## src/design/rli_pkg.sv

```systemverilog
// Constants shared by the restart interlock latch design.
// Assumes a 25 MHz system clock and an AXI4-Lite master for configuration.
// Overview of operation
// - Clear or no permissive forces latch low.
// - Manual mode sets on restart rising edge.
// - Monitored mode sets after rise then fall.
// - Clear input ignored unless clear enabled.
// - Rearm request type 1 or type 2.
// - Type 2 blinking uses shared system timer.
// - Macro latches gate permissive and restart inputs.
// - Permissive gate 1 to 7 inputs, 1 bypasses.
// - Permissive gate AND NAND OR NOR XOR XNOR.
// - Restart gate 1 to 7 inputs, 1 bypasses.
// - Restart gate function selected independently.
// - Optional output carries permissive gate result.
// - Macro rearm request high only while waiting.
// - Pre-arm latch needs pre-arm then arm.
// - Pulses longer than 5s are rejected.
// - Arm accepted within 6 to 120s window.
// - Mandatory option needs one protective interruption.
// - Interruption limit 2 to 7 enforced; a limit of 1 never blocks arming.
// - Pre-arm request high from pre-arm to window end.
package rli_pkg;
  // Register byte addresses.
  localparam logic [7:0] ADDR_CTRL   = 8'h00;
  localparam logic [7:0] ADDR_PRECFG = 8'h04;
  localparam logic [7:0] ADDR_STATUS = 8'h08;
  // Control register field positions.
  localparam int CTRL_MONITORED = 0;
  localparam int CTRL_CLR_EN    = 1;
  localparam int CTRL_RR_EN     = 2;
  localparam int CTRL_RR_TYPE2  = 3;
  localparam int CTRL_MACRO     = 4;
  localparam int CTRL_GOUT_EN   = 5;
  localparam int CTRL_PCNT_LO   = 6;
  localparam int CTRL_PFN_LO    = 9;
  localparam int CTRL_RCNT_LO   = 12;
  localparam int CTRL_RFN_LO    = 15;
  localparam int CTRL_WIDTH     = 18;
  // Pre-arm configuration field positions.
  localparam int PRE_WIN_LO     = 0;
  localparam int PRE_BLK_MAND   = 7;
  localparam int PRE_BLK_LO     = 8;
  localparam int PRE_RR_EN      = 11;
  localparam int PRE_CLR_EN     = 12;
  localparam int PRE_WIDTH      = 13;
  // Reset values: single input manual latch, 6 s window, limit 1.
  localparam logic [17:0] CTRL_RST   = 18'h00000;
  localparam logic [12:0] PRECFG_RST = 13'h0106;
  // Window limits in seconds.
  localparam logic [6:0] WIN_MIN_S = 7'h06;
  localparam logic [6:0] WIN_MAX_S = 7'h78;
  // Timer tick period, clock period and derived tick figures.
  localparam int CLK_NS      = 40;
  localparam int TICK_MS     = 100;
  localparam int TICK_CYC    = TICK_MS * 1000000 / CLK_NS;
  localparam int TICKS_PER_S = 1000 / TICK_MS;
  localparam int PULSE_MAX_S = 5;
  localparam logic [6:0] PULSE_MAX_TK = 7'(PULSE_MAX_S * TICKS_PER_S);
  localparam int BLINK_HALF_MS = 500;
  localparam logic [3:0] BLINK_TK = 4'(BLINK_HALF_MS / TICK_MS);
  localparam logic [3:0] SEC_TK   = 4'(TICKS_PER_S);
  // Gate functions.
  typedef enum logic [2:0] {
    GF_AND  = 3'h0,
    GF_NAND = 3'h1,
    GF_OR   = 3'h2,
    GF_NOR  = 3'h3,
    GF_XOR  = 3'h4,
    GF_XNOR = 3'h5
  } rli_gate_fn_t;
  // AXI response codes.
  localparam logic [1:0] RESP_OKAY   = 2'h0;
  localparam logic [1:0] RESP_SLVERR = 2'h2;
endpackage : rli_pkg

```

## src/design/rli_top.sv

```systemverilog
// Restart interlock latches: single or gated restart latch and pre-arm latch.
// Assumes asynchronous pushbutton and safety pins and an AXI4-Lite master.
`timescale 1ns/10ps
module rli_top #(
  parameter int TICK_CYCLES = rli_pkg::TICK_CYC
) (
  input  wire logic        aclk,
  input  wire logic        aresetn,
  input  wire logic [31:0] s_axi_awaddr,
  input  wire logic        s_axi_awvalid,
  output      logic        s_axi_awready,
  input  wire logic [31:0] s_axi_wdata,
  input  wire logic [3:0]  s_axi_wstrb,
  input  wire logic        s_axi_wvalid,
  output      logic        s_axi_wready,
  output      logic [1:0]  s_axi_bresp,
  output      logic        s_axi_bvalid,
  input  wire logic        s_axi_bready,
  input  wire logic [31:0] s_axi_araddr,
  input  wire logic        s_axi_arvalid,
  output      logic        s_axi_arready,
  output      logic [31:0] s_axi_rdata,
  output      logic [1:0]  s_axi_rresp,
  output      logic        s_axi_rvalid,
  input  wire logic        s_axi_rready,
  input  wire logic [6:0]  permit_in,
  input  wire logic [6:0]  restart_in,
  input  wire logic        clear_in,
  input  wire logic        pre_arm_pulse,
  input  wire logic        arm_pulse,
  input  wire logic        protect_in,
  output      logic        latch_q,
  output      logic        rearm_req,
  output      logic        gate_out,
  output      logic        prearm_q,
  output      logic        prearm_req
);
  import rli_pkg::*;

  // Pre-arm sequence states.
  typedef enum logic [2:0] {
    PS_IDLE, PS_PRE_HI, PS_WINDOW, PS_ARM_HI, PS_SET
  } rli_pre_st_t;

  // Evaluates a gate over the first cnt inputs; a count of 0 or 1 bypasses.
  function automatic logic gate_eval(input logic [6:0] v,
                                     input logic [2:0] cnt,
                                     input logic [2:0] fn);
    logic [6:0] m;
    logic       r;
    m = 7'h7f >> (3'h7 - cnt);
    r = v[0];
    if (cnt > 3'h1) begin
      case (fn)
        GF_AND:  r = &(v | ~m);
        GF_NAND: r = ~&(v | ~m);
        GF_OR:   r = |(v & m);
        GF_NOR:  r = ~|(v & m);
        GF_XOR:  r = ^(v & m);
        GF_XNOR: r = ~^(v & m);
        default: r = &(v | ~m);
      endcase
    end
    return r;
  endfunction : gate_eval

  logic [17:0] ctrl_q;          // Latch configuration.
  logic [12:0] precfg_q;        // Pre-arm configuration.
  logic [18:0] sy1_q;           // First synchroniser stage.
  logic [18:0] sy2_q;           // Second synchroniser stage.
  logic [31:0] tick_cnt_q;      // Divider for the system tick.
  logic        tick_q;          // One-cycle system tick.
  logic [3:0]  blink_cnt_q;     // Ticks within a blink half period.
  logic        blink_q;         // Shared 1 Hz blink level.
  logic        rst_prev_q;      // Restart level one cycle ago.
  logic        rst_seen_q;      // Monitored restart has risen.
  logic        pb_prev_q;       // Pre-arm button one cycle ago.
  logic        ab_prev_q;       // Arm button one cycle ago.
  logic        prot_prev_q;     // Protective input one cycle ago.
  logic [6:0]  pulse_tk_q;      // Ticks a button has been held.
  logic [3:0]  sec_tk_q;        // Ticks within the current second.
  logic [6:0]  win_s_q;         // Seconds spent in the window.
  logic [2:0]  intr_q;          // Interruptions seen in the window.
  logic        intr_ovf_q;      // Interruption count passed the limit.
  rli_pre_st_t pst_q;           // Pre-arm sequence state.
  logic        aw_ok_q;         // Pending write was to a mapped address.

  // Synchronised pins.
  logic [6:0]  perm_s;
  logic [6:0]  rst_s;
  logic        clr_pin_s;
  logic        pb_s;
  logic        ab_s;
  logic        prot_s;
  assign perm_s    = sy2_q[6:0];
  assign rst_s     = sy2_q[13:7];
  assign clr_pin_s = sy2_q[14];
  assign pb_s      = sy2_q[15];
  assign ab_s      = sy2_q[16];
  assign prot_s    = sy2_q[17];

  // Derived latch signals.
  logic       clr_act;
  logic       pre_clr;
  logic       perm_g;
  logic       rst_g;
  logic       rst_rise;
  logic       rst_fall;
  logic       qual;
  logic [6:0] win_s;
  logic [2:0] blk_lim;
  logic       arm_ok;

  assign clr_act = ctrl_q[CTRL_CLR_EN] & clr_pin_s;
  assign pre_clr = precfg_q[PRE_CLR_EN] & clr_pin_s;
  // Single latches use input 0; macro latches gate the inputs.
  assign perm_g = ctrl_q[CTRL_MACRO] ? gate_eval(perm_s,
                    ctrl_q[CTRL_PCNT_LO +: 3], ctrl_q[CTRL_PFN_LO +: 3])
                  : perm_s[0];
  assign rst_g  = ctrl_q[CTRL_MACRO] ? gate_eval(rst_s,
                    ctrl_q[CTRL_RCNT_LO +: 3], ctrl_q[CTRL_RFN_LO +: 3])
                  : rst_s[0];
  assign rst_rise = rst_g & ~rst_prev_q;
  assign rst_fall = ~rst_g & rst_prev_q;
  // Manual mode qualifies on the rise, monitored on the later fall.
  assign qual = ctrl_q[CTRL_MONITORED] ? (rst_fall & rst_seen_q)
                                       : rst_rise;
  // Window clamped to its legal range.
  assign win_s = (precfg_q[PRE_WIN_LO +: 7] < WIN_MIN_S) ? WIN_MIN_S :
                 (precfg_q[PRE_WIN_LO +: 7] > WIN_MAX_S) ? WIN_MAX_S :
                 precfg_q[PRE_WIN_LO +: 7];
  assign blk_lim = (precfg_q[PRE_BLK_LO +: 3] == 3'h0) ? 3'h1
                   : precfg_q[PRE_BLK_LO +: 3];
  // Arming needs the mandatory interruption and, for a limit above 1, no excess of the limit.
  assign arm_ok = ~(precfg_q[PRE_BLK_MAND] & (intr_q == 3'h0))
                  & ~((blk_lim != 3'h1) & intr_ovf_q);

  // Two-stage synchroniser for every asynchronous pin.
  always_ff @(posedge aclk) begin
    if (!aresetn) begin
      sy1_q <= '0;
      sy2_q <= '0;
    end else begin
      sy1_q <= {1'b0, protect_in, arm_pulse, pre_arm_pulse, clear_in,
                restart_in, permit_in};
      sy2_q <= sy1_q;
    end
  end

  // Common system tick that times pulses, windows and blinking.
  always_ff @(posedge aclk) begin
    if (!aresetn) begin
      tick_cnt_q <= '0;
      tick_q     <= 1'b0;
    end else if (tick_cnt_q == 32'(TICK_CYCLES - 1)) begin
      tick_cnt_q <= '0;
      tick_q     <= 1'b1;
    end else begin
      tick_cnt_q <= tick_cnt_q + 32'h1;
      tick_q     <= 1'b0;
    end
  end

  // Shared 1 Hz blink derived from the tick, not from latch inputs.
  always_ff @(posedge aclk) begin
    if (!aresetn) begin
      blink_cnt_q <= '0;
      blink_q     <= 1'b0;
    end else if (tick_q) begin
      if (blink_cnt_q == BLINK_TK - 4'h1) begin
        blink_cnt_q <= '0;
        blink_q     <= ~blink_q;
      end else begin
        blink_cnt_q <= blink_cnt_q + 4'h1;
      end
    end
  end

  // Restart edge tracking for the latch.
  always_ff @(posedge aclk) begin
    if (!aresetn) begin
      rst_prev_q <= 1'b0;
      rst_seen_q <= 1'b0;
    end else begin
      rst_prev_q <= rst_g;
      if (clr_act || !perm_g || rst_fall) begin
        rst_seen_q <= 1'b0;
      end else if (rst_rise) begin
        rst_seen_q <= 1'b1;
      end
    end
  end

  // Restart latch, its rearm request and the gate result output.
  always_ff @(posedge aclk) begin
    if (!aresetn) begin
      latch_q   <= 1'b0;
      rearm_req <= 1'b0;
      gate_out  <= 1'b0;
    end else begin
      if (clr_act || !perm_g) begin
        latch_q <= 1'b0;
      end else if (qual) begin
        latch_q <= 1'b1;
      end
      gate_out <= ctrl_q[CTRL_MACRO] & ctrl_q[CTRL_GOUT_EN] & perm_g;
      if (!ctrl_q[CTRL_RR_EN]) begin
        rearm_req <= 1'b0;
      end else if (clr_act || !perm_g) begin
        // Type 2 shows high while blocked; type 1 and macro show low.
        rearm_req <= ctrl_q[CTRL_RR_TYPE2] & ~ctrl_q[CTRL_MACRO];
      end else if (latch_q) begin
        rearm_req <= 1'b0;
      end else if (ctrl_q[CTRL_RR_TYPE2] && !ctrl_q[CTRL_MACRO]) begin
        rearm_req <= blink_q;
      end else begin
        rearm_req <= 1'b1;
      end
    end
  end

  // Button and protective input history for edge detection.
  always_ff @(posedge aclk) begin
    if (!aresetn) begin
      pb_prev_q   <= 1'b0;
      ab_prev_q   <= 1'b0;
      prot_prev_q <= 1'b0;
    end else begin
      pb_prev_q   <= pb_s;
      ab_prev_q   <= ab_s;
      prot_prev_q <= prot_s;
    end
  end

  // Pre-arm sequence: timed pre-arm pulse, window, timed arm pulse.
  always_ff @(posedge aclk) begin
    if (!aresetn || pre_clr) begin
      pst_q      <= PS_IDLE;
      pulse_tk_q <= '0;
      sec_tk_q   <= '0;
      win_s_q    <= '0;
      intr_q     <= '0;
      intr_ovf_q <= 1'b0;
    end else begin
      case (pst_q)
        PS_IDLE: begin
          pulse_tk_q <= '0;
          if (pb_s && !pb_prev_q) begin
            pst_q <= PS_PRE_HI;
          end
        end
        PS_PRE_HI: begin
          if (tick_q && pulse_tk_q != 7'h7f) begin
            pulse_tk_q <= pulse_tk_q + 7'h1;
          end
          if (!pb_s) begin
            // Only a completed pulse no longer than the limit counts.
            if (pulse_tk_q <= PULSE_MAX_TK) begin
              pst_q <= PS_WINDOW;
            end else begin
              pst_q <= PS_IDLE;
            end
            sec_tk_q   <= '0;
            win_s_q    <= '0;
            intr_q     <= '0;
            intr_ovf_q <= 1'b0;
          end
        end
        PS_WINDOW, PS_ARM_HI: begin
          // Window seconds run on through the arm pulse.
          if (tick_q) begin
            if (sec_tk_q == SEC_TK - 4'h1) begin
              sec_tk_q <= '0;
              win_s_q  <= win_s_q + 7'h1;
            end else begin
              sec_tk_q <= sec_tk_q + 4'h1;
            end
          end
          // Count interruptions of the protective input.
          if (!prot_s && prot_prev_q) begin
            if (intr_q == blk_lim) begin
              intr_ovf_q <= 1'b1;
            end else begin
              intr_q <= intr_q + 3'h1;
            end
          end
          if (win_s_q >= win_s) begin
            pst_q <= PS_IDLE;
          end else if (pst_q == PS_WINDOW) begin
            pulse_tk_q <= '0;
            if (ab_s && !ab_prev_q) begin
              pst_q <= PS_ARM_HI;
            end
          end else begin
            if (tick_q && pulse_tk_q != 7'h7f) begin
              pulse_tk_q <= pulse_tk_q + 7'h1;
            end
            if (!ab_s) begin
              if (pulse_tk_q <= PULSE_MAX_TK && arm_ok) begin
                pst_q <= PS_SET;
              end else begin
                pst_q <= PS_WINDOW;
              end
            end
          end
        end
        PS_SET: begin
          // A new pre-arm restarts the whole sequence.
          if (pb_s && !pb_prev_q) begin
            pst_q      <= PS_PRE_HI;
            pulse_tk_q <= '0;
          end
        end
        default: begin
          pst_q <= PS_IDLE;
        end
      endcase
    end
  end

  // Pre-arm outputs follow the sequence state.
  always_ff @(posedge aclk) begin
    if (!aresetn) begin
      prearm_q   <= 1'b0;
      prearm_req <= 1'b0;
    end else begin
      prearm_q   <= (pst_q == PS_SET) & ~pre_clr;
      prearm_req <= precfg_q[PRE_RR_EN] & ~pre_clr
                    & ((pst_q == PS_WINDOW) | (pst_q == PS_ARM_HI));
    end
  end

  // Write channel: address and data taken together in one cycle.
  always_ff @(posedge aclk) begin
    if (!aresetn) begin
      s_axi_awready <= 1'b0;
      s_axi_wready  <= 1'b0;
      aw_ok_q       <= 1'b0;
    end else begin
      s_axi_awready <= s_axi_awvalid & s_axi_wvalid & ~s_axi_bvalid
                       & ~s_axi_awready;
      s_axi_wready  <= s_axi_awvalid & s_axi_wvalid & ~s_axi_bvalid
                       & ~s_axi_awready;
      aw_ok_q       <= (s_axi_awaddr[7:0] == ADDR_CTRL)
                       | (s_axi_awaddr[7:0] == ADDR_PRECFG)
                       | (s_axi_awaddr[7:0] == ADDR_STATUS);
    end
  end

  // Configuration registers with byte strobes.
  always_ff @(posedge aclk) begin
    if (!aresetn) begin
      ctrl_q   <= CTRL_RST;
      precfg_q <= PRECFG_RST;
    end else if (s_axi_awready) begin
      for (int b = 0; b < 3; b++) begin
        if (s_axi_wstrb[b] && s_axi_awaddr[7:0] == ADDR_CTRL) begin
          for (int i = 0; i < 8; i++) begin
            if (8 * b + i < CTRL_WIDTH) begin
              ctrl_q[8 * b + i] <= s_axi_wdata[8 * b + i];
            end
          end
        end
        if (s_axi_wstrb[b] && s_axi_awaddr[7:0] == ADDR_PRECFG) begin
          for (int i = 0; i < 8; i++) begin
            if (8 * b + i < PRE_WIDTH) begin
              precfg_q[8 * b + i] <= s_axi_wdata[8 * b + i];
            end
          end
        end
      end
    end
  end

  // Write response follows the cycle in which both were taken.
  always_ff @(posedge aclk) begin
    if (!aresetn) begin
      s_axi_bvalid <= 1'b0;
      s_axi_bresp  <= RESP_OKAY;
    end else if (s_axi_awready) begin
      s_axi_bvalid <= 1'b1;
      s_axi_bresp  <= aw_ok_q ? RESP_OKAY : RESP_SLVERR;
    end else if (s_axi_bready) begin
      s_axi_bvalid <= 1'b0;
    end
  end

  // Read channel with status showing live latch state.
  always_ff @(posedge aclk) begin
    if (!aresetn) begin
      s_axi_arready <= 1'b0;
      s_axi_rvalid  <= 1'b0;
      s_axi_rdata   <= '0;
      s_axi_rresp   <= RESP_OKAY;
    end else begin
      s_axi_arready <= s_axi_arvalid & ~s_axi_rvalid & ~s_axi_arready;
      if (s_axi_arvalid && !s_axi_rvalid && !s_axi_arready) begin
        s_axi_rvalid <= 1'b1;
        s_axi_rresp  <= RESP_OKAY;
        case (s_axi_araddr[7:0])
          ADDR_CTRL:   s_axi_rdata <= {14'h0, ctrl_q};
          ADDR_PRECFG: s_axi_rdata <= {19'h0, precfg_q};
          ADDR_STATUS: s_axi_rdata <= {18'h0, intr_ovf_q, intr_q,
                                       5'(pst_q), gate_out, prearm_req,
                                       prearm_q, rearm_req, latch_q};
          default: begin
            s_axi_rdata <= '0;
            s_axi_rresp <= RESP_SLVERR;
          end
        endcase
      end else if (s_axi_rready) begin
        s_axi_rvalid <= 1'b0;
      end
    end
  end
endmodule : rli_top

```

## config.mk

```make
export PLATFORM = sky130hd
export DESIGN_NAME = rli_top
export DESIGN_NICKNAME = d
export VERILOG_FILES = /design/src/design/rli_pkg.sv /design/src/design/rli_top.sv
export SDC_FILE = /design/constraint.sdc
export NUM_CORES = 1
export LEC_CHECK = 0
export ABC_AREA = 1
export BUFFER_PORTS_ARGS = -buffer_cell sky130_fd_sc_hd__buf_2
export CAP_MARGIN = 20
export CORE_ASPECT_RATIO = 0.8
export CORE_UTILIZATION = 55
export CTS_CLUSTER_SIZE = 10
export DETAILED_ROUTE_END_ITERATION = 8
export PLACE_DENSITY = 0.9
export SYNTH_ARGS = -nofsm -noshare
export SYNTH_HDL_FRONTEND = slang
export SYNTH_SLANG_ARGS = --single-unit
export TNS_END_PERCENT = 1
```

## constraint.sdc

```tcl
create_clock -name aclk -period 7.1 [get_ports aclk]
set_input_delay 1.42 -clock aclk [delete_from_list [all_inputs] [get_ports aclk]]
set_output_delay 1.42 -clock aclk [all_outputs]
set_load 0.005 [all_outputs]
```

==> qor.txt <==
YOSYS
--------------------------------------------------------------------------------------------
Sequential element share of the synthesized area                                       42.0%
Dominant cells by area after synthesis                                          dfxtp_1 42%, nand2_1 12%, inv_1 8.1%, a21oi_1 5.9%, nor2_1 4.4%
Number of flip-flops and latches in the synthesized netlist                              165
Xor and xnor fraction of the mapped netlist area                                       2.23%
Post-synthesis average cell area                                                   7.21 um^2
Post-synth EDFFs                                                                           0
Count of mapped cells out of synthesis                                                 1,092
Number of different library cells in the post-synthesis netlist                           49
Combinational family with the most area after synthesis                         simple AND/OR/NAND/NOR gates
Primary flip-flop cell chosen by synthesis mapping                                   dfxtp_1
Synth top area share                                                                   42.0%
Async set-reset flop share out of synthesis                                               0%
Most used standard cells in the synthesized netlist                             248 x nand2_1, 169 x inv_1, 165 x dfxtp_1
Most area-hungry cell type in the Yosys netlist                                      dfxtp_1
Summed instance area of the synthesized netlist                                    7870 um^2
Basic-gate share of the synthesized area counting and, or, nand and nor cells          27.8%
Mux share of post-synthesis cell area                                                     0%
Number of warnings printed during yosys synthesis                                          0
Compound-Gate Fraction of Synth Area                                                   13.1%
Most instantiated library cell after synthesis                                       nand2_1
Fraction of the mapped netlist area in adder cells                                     3.66%

FINAL LAYOUT
--------------------------------------------------------------------------------------------
Final Instance Count excl. Fillers                                                     1,374
NumNets Final                                                                          1,330
Diodes inserted                                                                            0
Layout cells sized above 1                                                             13.9%
Final Core Density                                                                     65.6%
Area growth from synthesis to final layout                                             14.6%

GLOBAL ROUTE
--------------------------------------------------------------------------------------------
Residual overflow from global routing                                                      0
Vias in the first global route                                                         6,447
Grt met1 use                                                                           33.2%
Largest net degree at the start of global routing                                         48
Initial antenna violation count                                                            0
Routing usage on met3                                                                  5.63%
Global-route wire length before repair                                             29,300 um
Total routing resource utilization after global routing                                25.0%
Met2 track utilization from global routing                                             40.2%
GRT Max-Usage Layer                                                                     met2

CTS
--------------------------------------------------------------------------------------------
Number of hold buffers added after cts                                                     0
Clock-pin slew of the registers on the worst-case setup and hold paths               0.07 ns
Inserted Clock Buffers                                                                    17
Count of buffers added by post-CTS timing repair for setup                                 0
Number of clock sinks                                                                    165
CTS Buffer Depth                                                                           2
Cts repair resizes                                                                         0
Clock H-tree levels                                                                        4
Root Driver                                                                        clkbuf_16
Insertion delay of the later-clocked pin in the worst-skew pair                      0.43 ns
TritonCTS clock tree                                                                    done

CRITICAL PATH
--------------------------------------------------------------------------------------------
Launching element type of the critical path                                     primary input
Endpoint type of the worst setup path                                               register
Path depth of the worst reg2reg path                                                      14
Largest fanout on the critical path                                                       47
Worst EP required                                                                    7.47 ns
Crit Path Class                                                                 primary input to register
Arrival time at the worst endpoint                                                   3.77 ns

RUN STATUS
--------------------------------------------------------------------------------------------
Status                                                                             completed

WORST HOLD PATH
--------------------------------------------------------------------------------------------
Hold Crit Depth                                                                            2
Worst min-delay path class                                                      register to register

POWER AND IR DROP
--------------------------------------------------------------------------------------------
Relative contribution of the clock network to total power                              42.6%
Combinational share of power                                                           11.8%
Switching pwr                                                                     0.000592 W
Leakage power figure                                                                 4.09 nW
Portion of total power attributed to sequential cells                                  45.6%
Power density over the cells                                                     240 nW/um^2
Switching share of power                                                               27.3%
Largest vdd supply drop                                                             0.232 mV
Internal power                                                                     0.00157 W

STA
--------------------------------------------------------------------------------------------
Maximum operating frequency                                                          294 MHz
Shortest clock period the worst path allows after layout                             3.40 ns
Hold slack                                                                          0.403 ns
RSZ-0062 raised after global routing                                                   false
Final Max Slew Viols                                                                       0
Share of the clock period used by the worst path                                       47.9%
Final Hold Fails                                                                           0
Finish-stage setup viols                                                                   0
Final critical-path setup slack                                                      3.70 ns
Slew at the pin closest to its max-slew limit                                       0.876 ns
Clock skew                                                                        0.00803 ns
Worst slew margin relative to its limit                                                41.5%
Setup TNS Final                                                                         0 ns

PLACED DESIGN
--------------------------------------------------------------------------------------------
Worst setup slack before clock tree synthesis                                        3.31 ns
Post-DP HPWL                                                                       12,500 um
Count of input and output buffers                                                         91
Placed Cells incl. Taps                                                                1,343
Routability cong.                                                                      0.886

ROUTING
--------------------------------------------------------------------------------------------
Total routed wirelength                                                            17,800 um
Post-route antenna net violation count                                                     0
Total via count after detailed routing                                                 7,198
Detailed Route Iter0 Violations                                                          664
Post-detailed-route wirelength per cell                                              13.0 um
Vias/cell                                                                               5.24
Number of iterations in the first detailed-routing pass                                    5
Number of design rule violations left after detail routing                                 0

FLOORPLANNING
--------------------------------------------------------------------------------------------
Horiz. Die Dim                                                                        136 um
I/O pin count                                                                            171
Total Die Area                                                                   14,800 um^2
Initial Utilization                                                                    57.3%
Die extent in y                                                                       109 um
Area of the core region                                                          13,700 um^2
Row Count                                                                                 38

RUN
--------------------------------------------------------------------------------------------
Max capacitance violation total                                                            0

==> cells by family after synthesis <==
group | Yosys count
adders and majority gates | 23
and+or+nand+nor | 480
buffers and inverters | 215
other | 1
xor gates and xnor gates | 20
AOI/OAI and AO/OA | 188
DFF | 165
==> worst max-delay path: stages <==
cell	delay, ns
buf_2	0.45
buf_4	0.48
inv_1	0.07
buf_4	0.24
a21oi_2	0.35
inv_1	0.21
nor2_1	0.17
a22oi_1	0.12
nand2_1	0.08
o21ai_0	0.09
inv_1	0.06
==> layer usage <==
layer / part of all wire [%] / routed length [um] / vias up
met3: 8.9 / 1590 / 32
met4: 1.5 / 264 / 0
li1: - / - / 3647
met2: 45 / 7960 / 319
met1: 45 / 7990 / 3200
met5: 0 / 0 / -
==> layout make-up <==
cell class	count	area, um^2
multi-input cells	727	3750
clock buffers	19	443
fillers	1092	4720
inverters	176	663
well taps	180	225
flip-flops and latches	165	3300
repair buffers	95	485
clock inverters	12	146
==> power groups by stage <==
stage,registers [W],logic [W],clock network [W]
final,0.000987,0.000256,0.000922
after global routing,0.000992,0.000289,0.000971
after detailed placement,0.00101,0.000251,0
after global placement,0.00101,0.000242,0
after CTS,0.000987,0.000253,0.000931
after floorplan,0.00100,0.000191,0
==> worst paths after layout <==
kind | from | end | slack, ns
setup reg to reg | precfg_q[4]$_SDFFE_PN0P_ | pulse_tk_q[2]$_SDFFE_PP0P_ | 4.24
hold / removal | sy1_q[2]$_SDFF_PN0_ | sy2_q[2]$_SDFF_PN0_ | 0.40
setup / recovery | aresetn | pulse_tk_q[5]$_SDFFE_PP0P_ | 3.70
hold reg to reg | sy1_q[2]$_SDFF_PN0_ | sy2_q[2]$_SDFF_PN0_ | 0.40
==> stage by stage <==
step           power (W)  area [um^2]
2_1_floorplan    0.00119         7930
3_3_place_gp     0.00125         8430
3_5_place_dp     0.00126         8430
4_1_cts          0.00217         9020
5_1_grt          0.00225         9020
6_report         0.00217         9020
==> state kept, by name, summed over array words and instances (netlist names), 3 cells and up <==
register	count
tick_cnt_q	32
ctrl_q	18
s_axi_rdata	18
sy1_q	18
sy2_q	18
precfg_q	13
pulse_tk_q	7
win_s_q	7
blink_cnt_q	4
sec_tk_q	4
intr_q	3
pst_q	3
==> placed cells by master (no fill, tap or decap), types with 2 or more instances in the layout <==
master,instances
xnor2_1,5
nand3b_1,5
nor4_1,8
inv_2,4
o22ai_1,6
nor4_4,2
or2_0,2
nor3_1,22
dfxtp_1,165
clkinv_1,2
nand4_1,21
nand2_1,248
o31ai_1,2
clkinv_4,4
xor2_1,15
a21oi_1,93
o211ai_1,4
nor3_2,3
o221ai_1,4
clkinvlp_4,3
nor2_1,92
nor3b_1,9
a31oi_1,2
buf_4,4
bufinv_16,2
inv_6,2
a211oi_1,3
o21ai_0,66
nand2_2,10
conb_1,16
nor2_4,6
ha_1,23
nand3_1,40
inv_1,169
buf_2,91
nor2_2,5
clkbuf_16,17
Power figures use the tool's default switching activity.
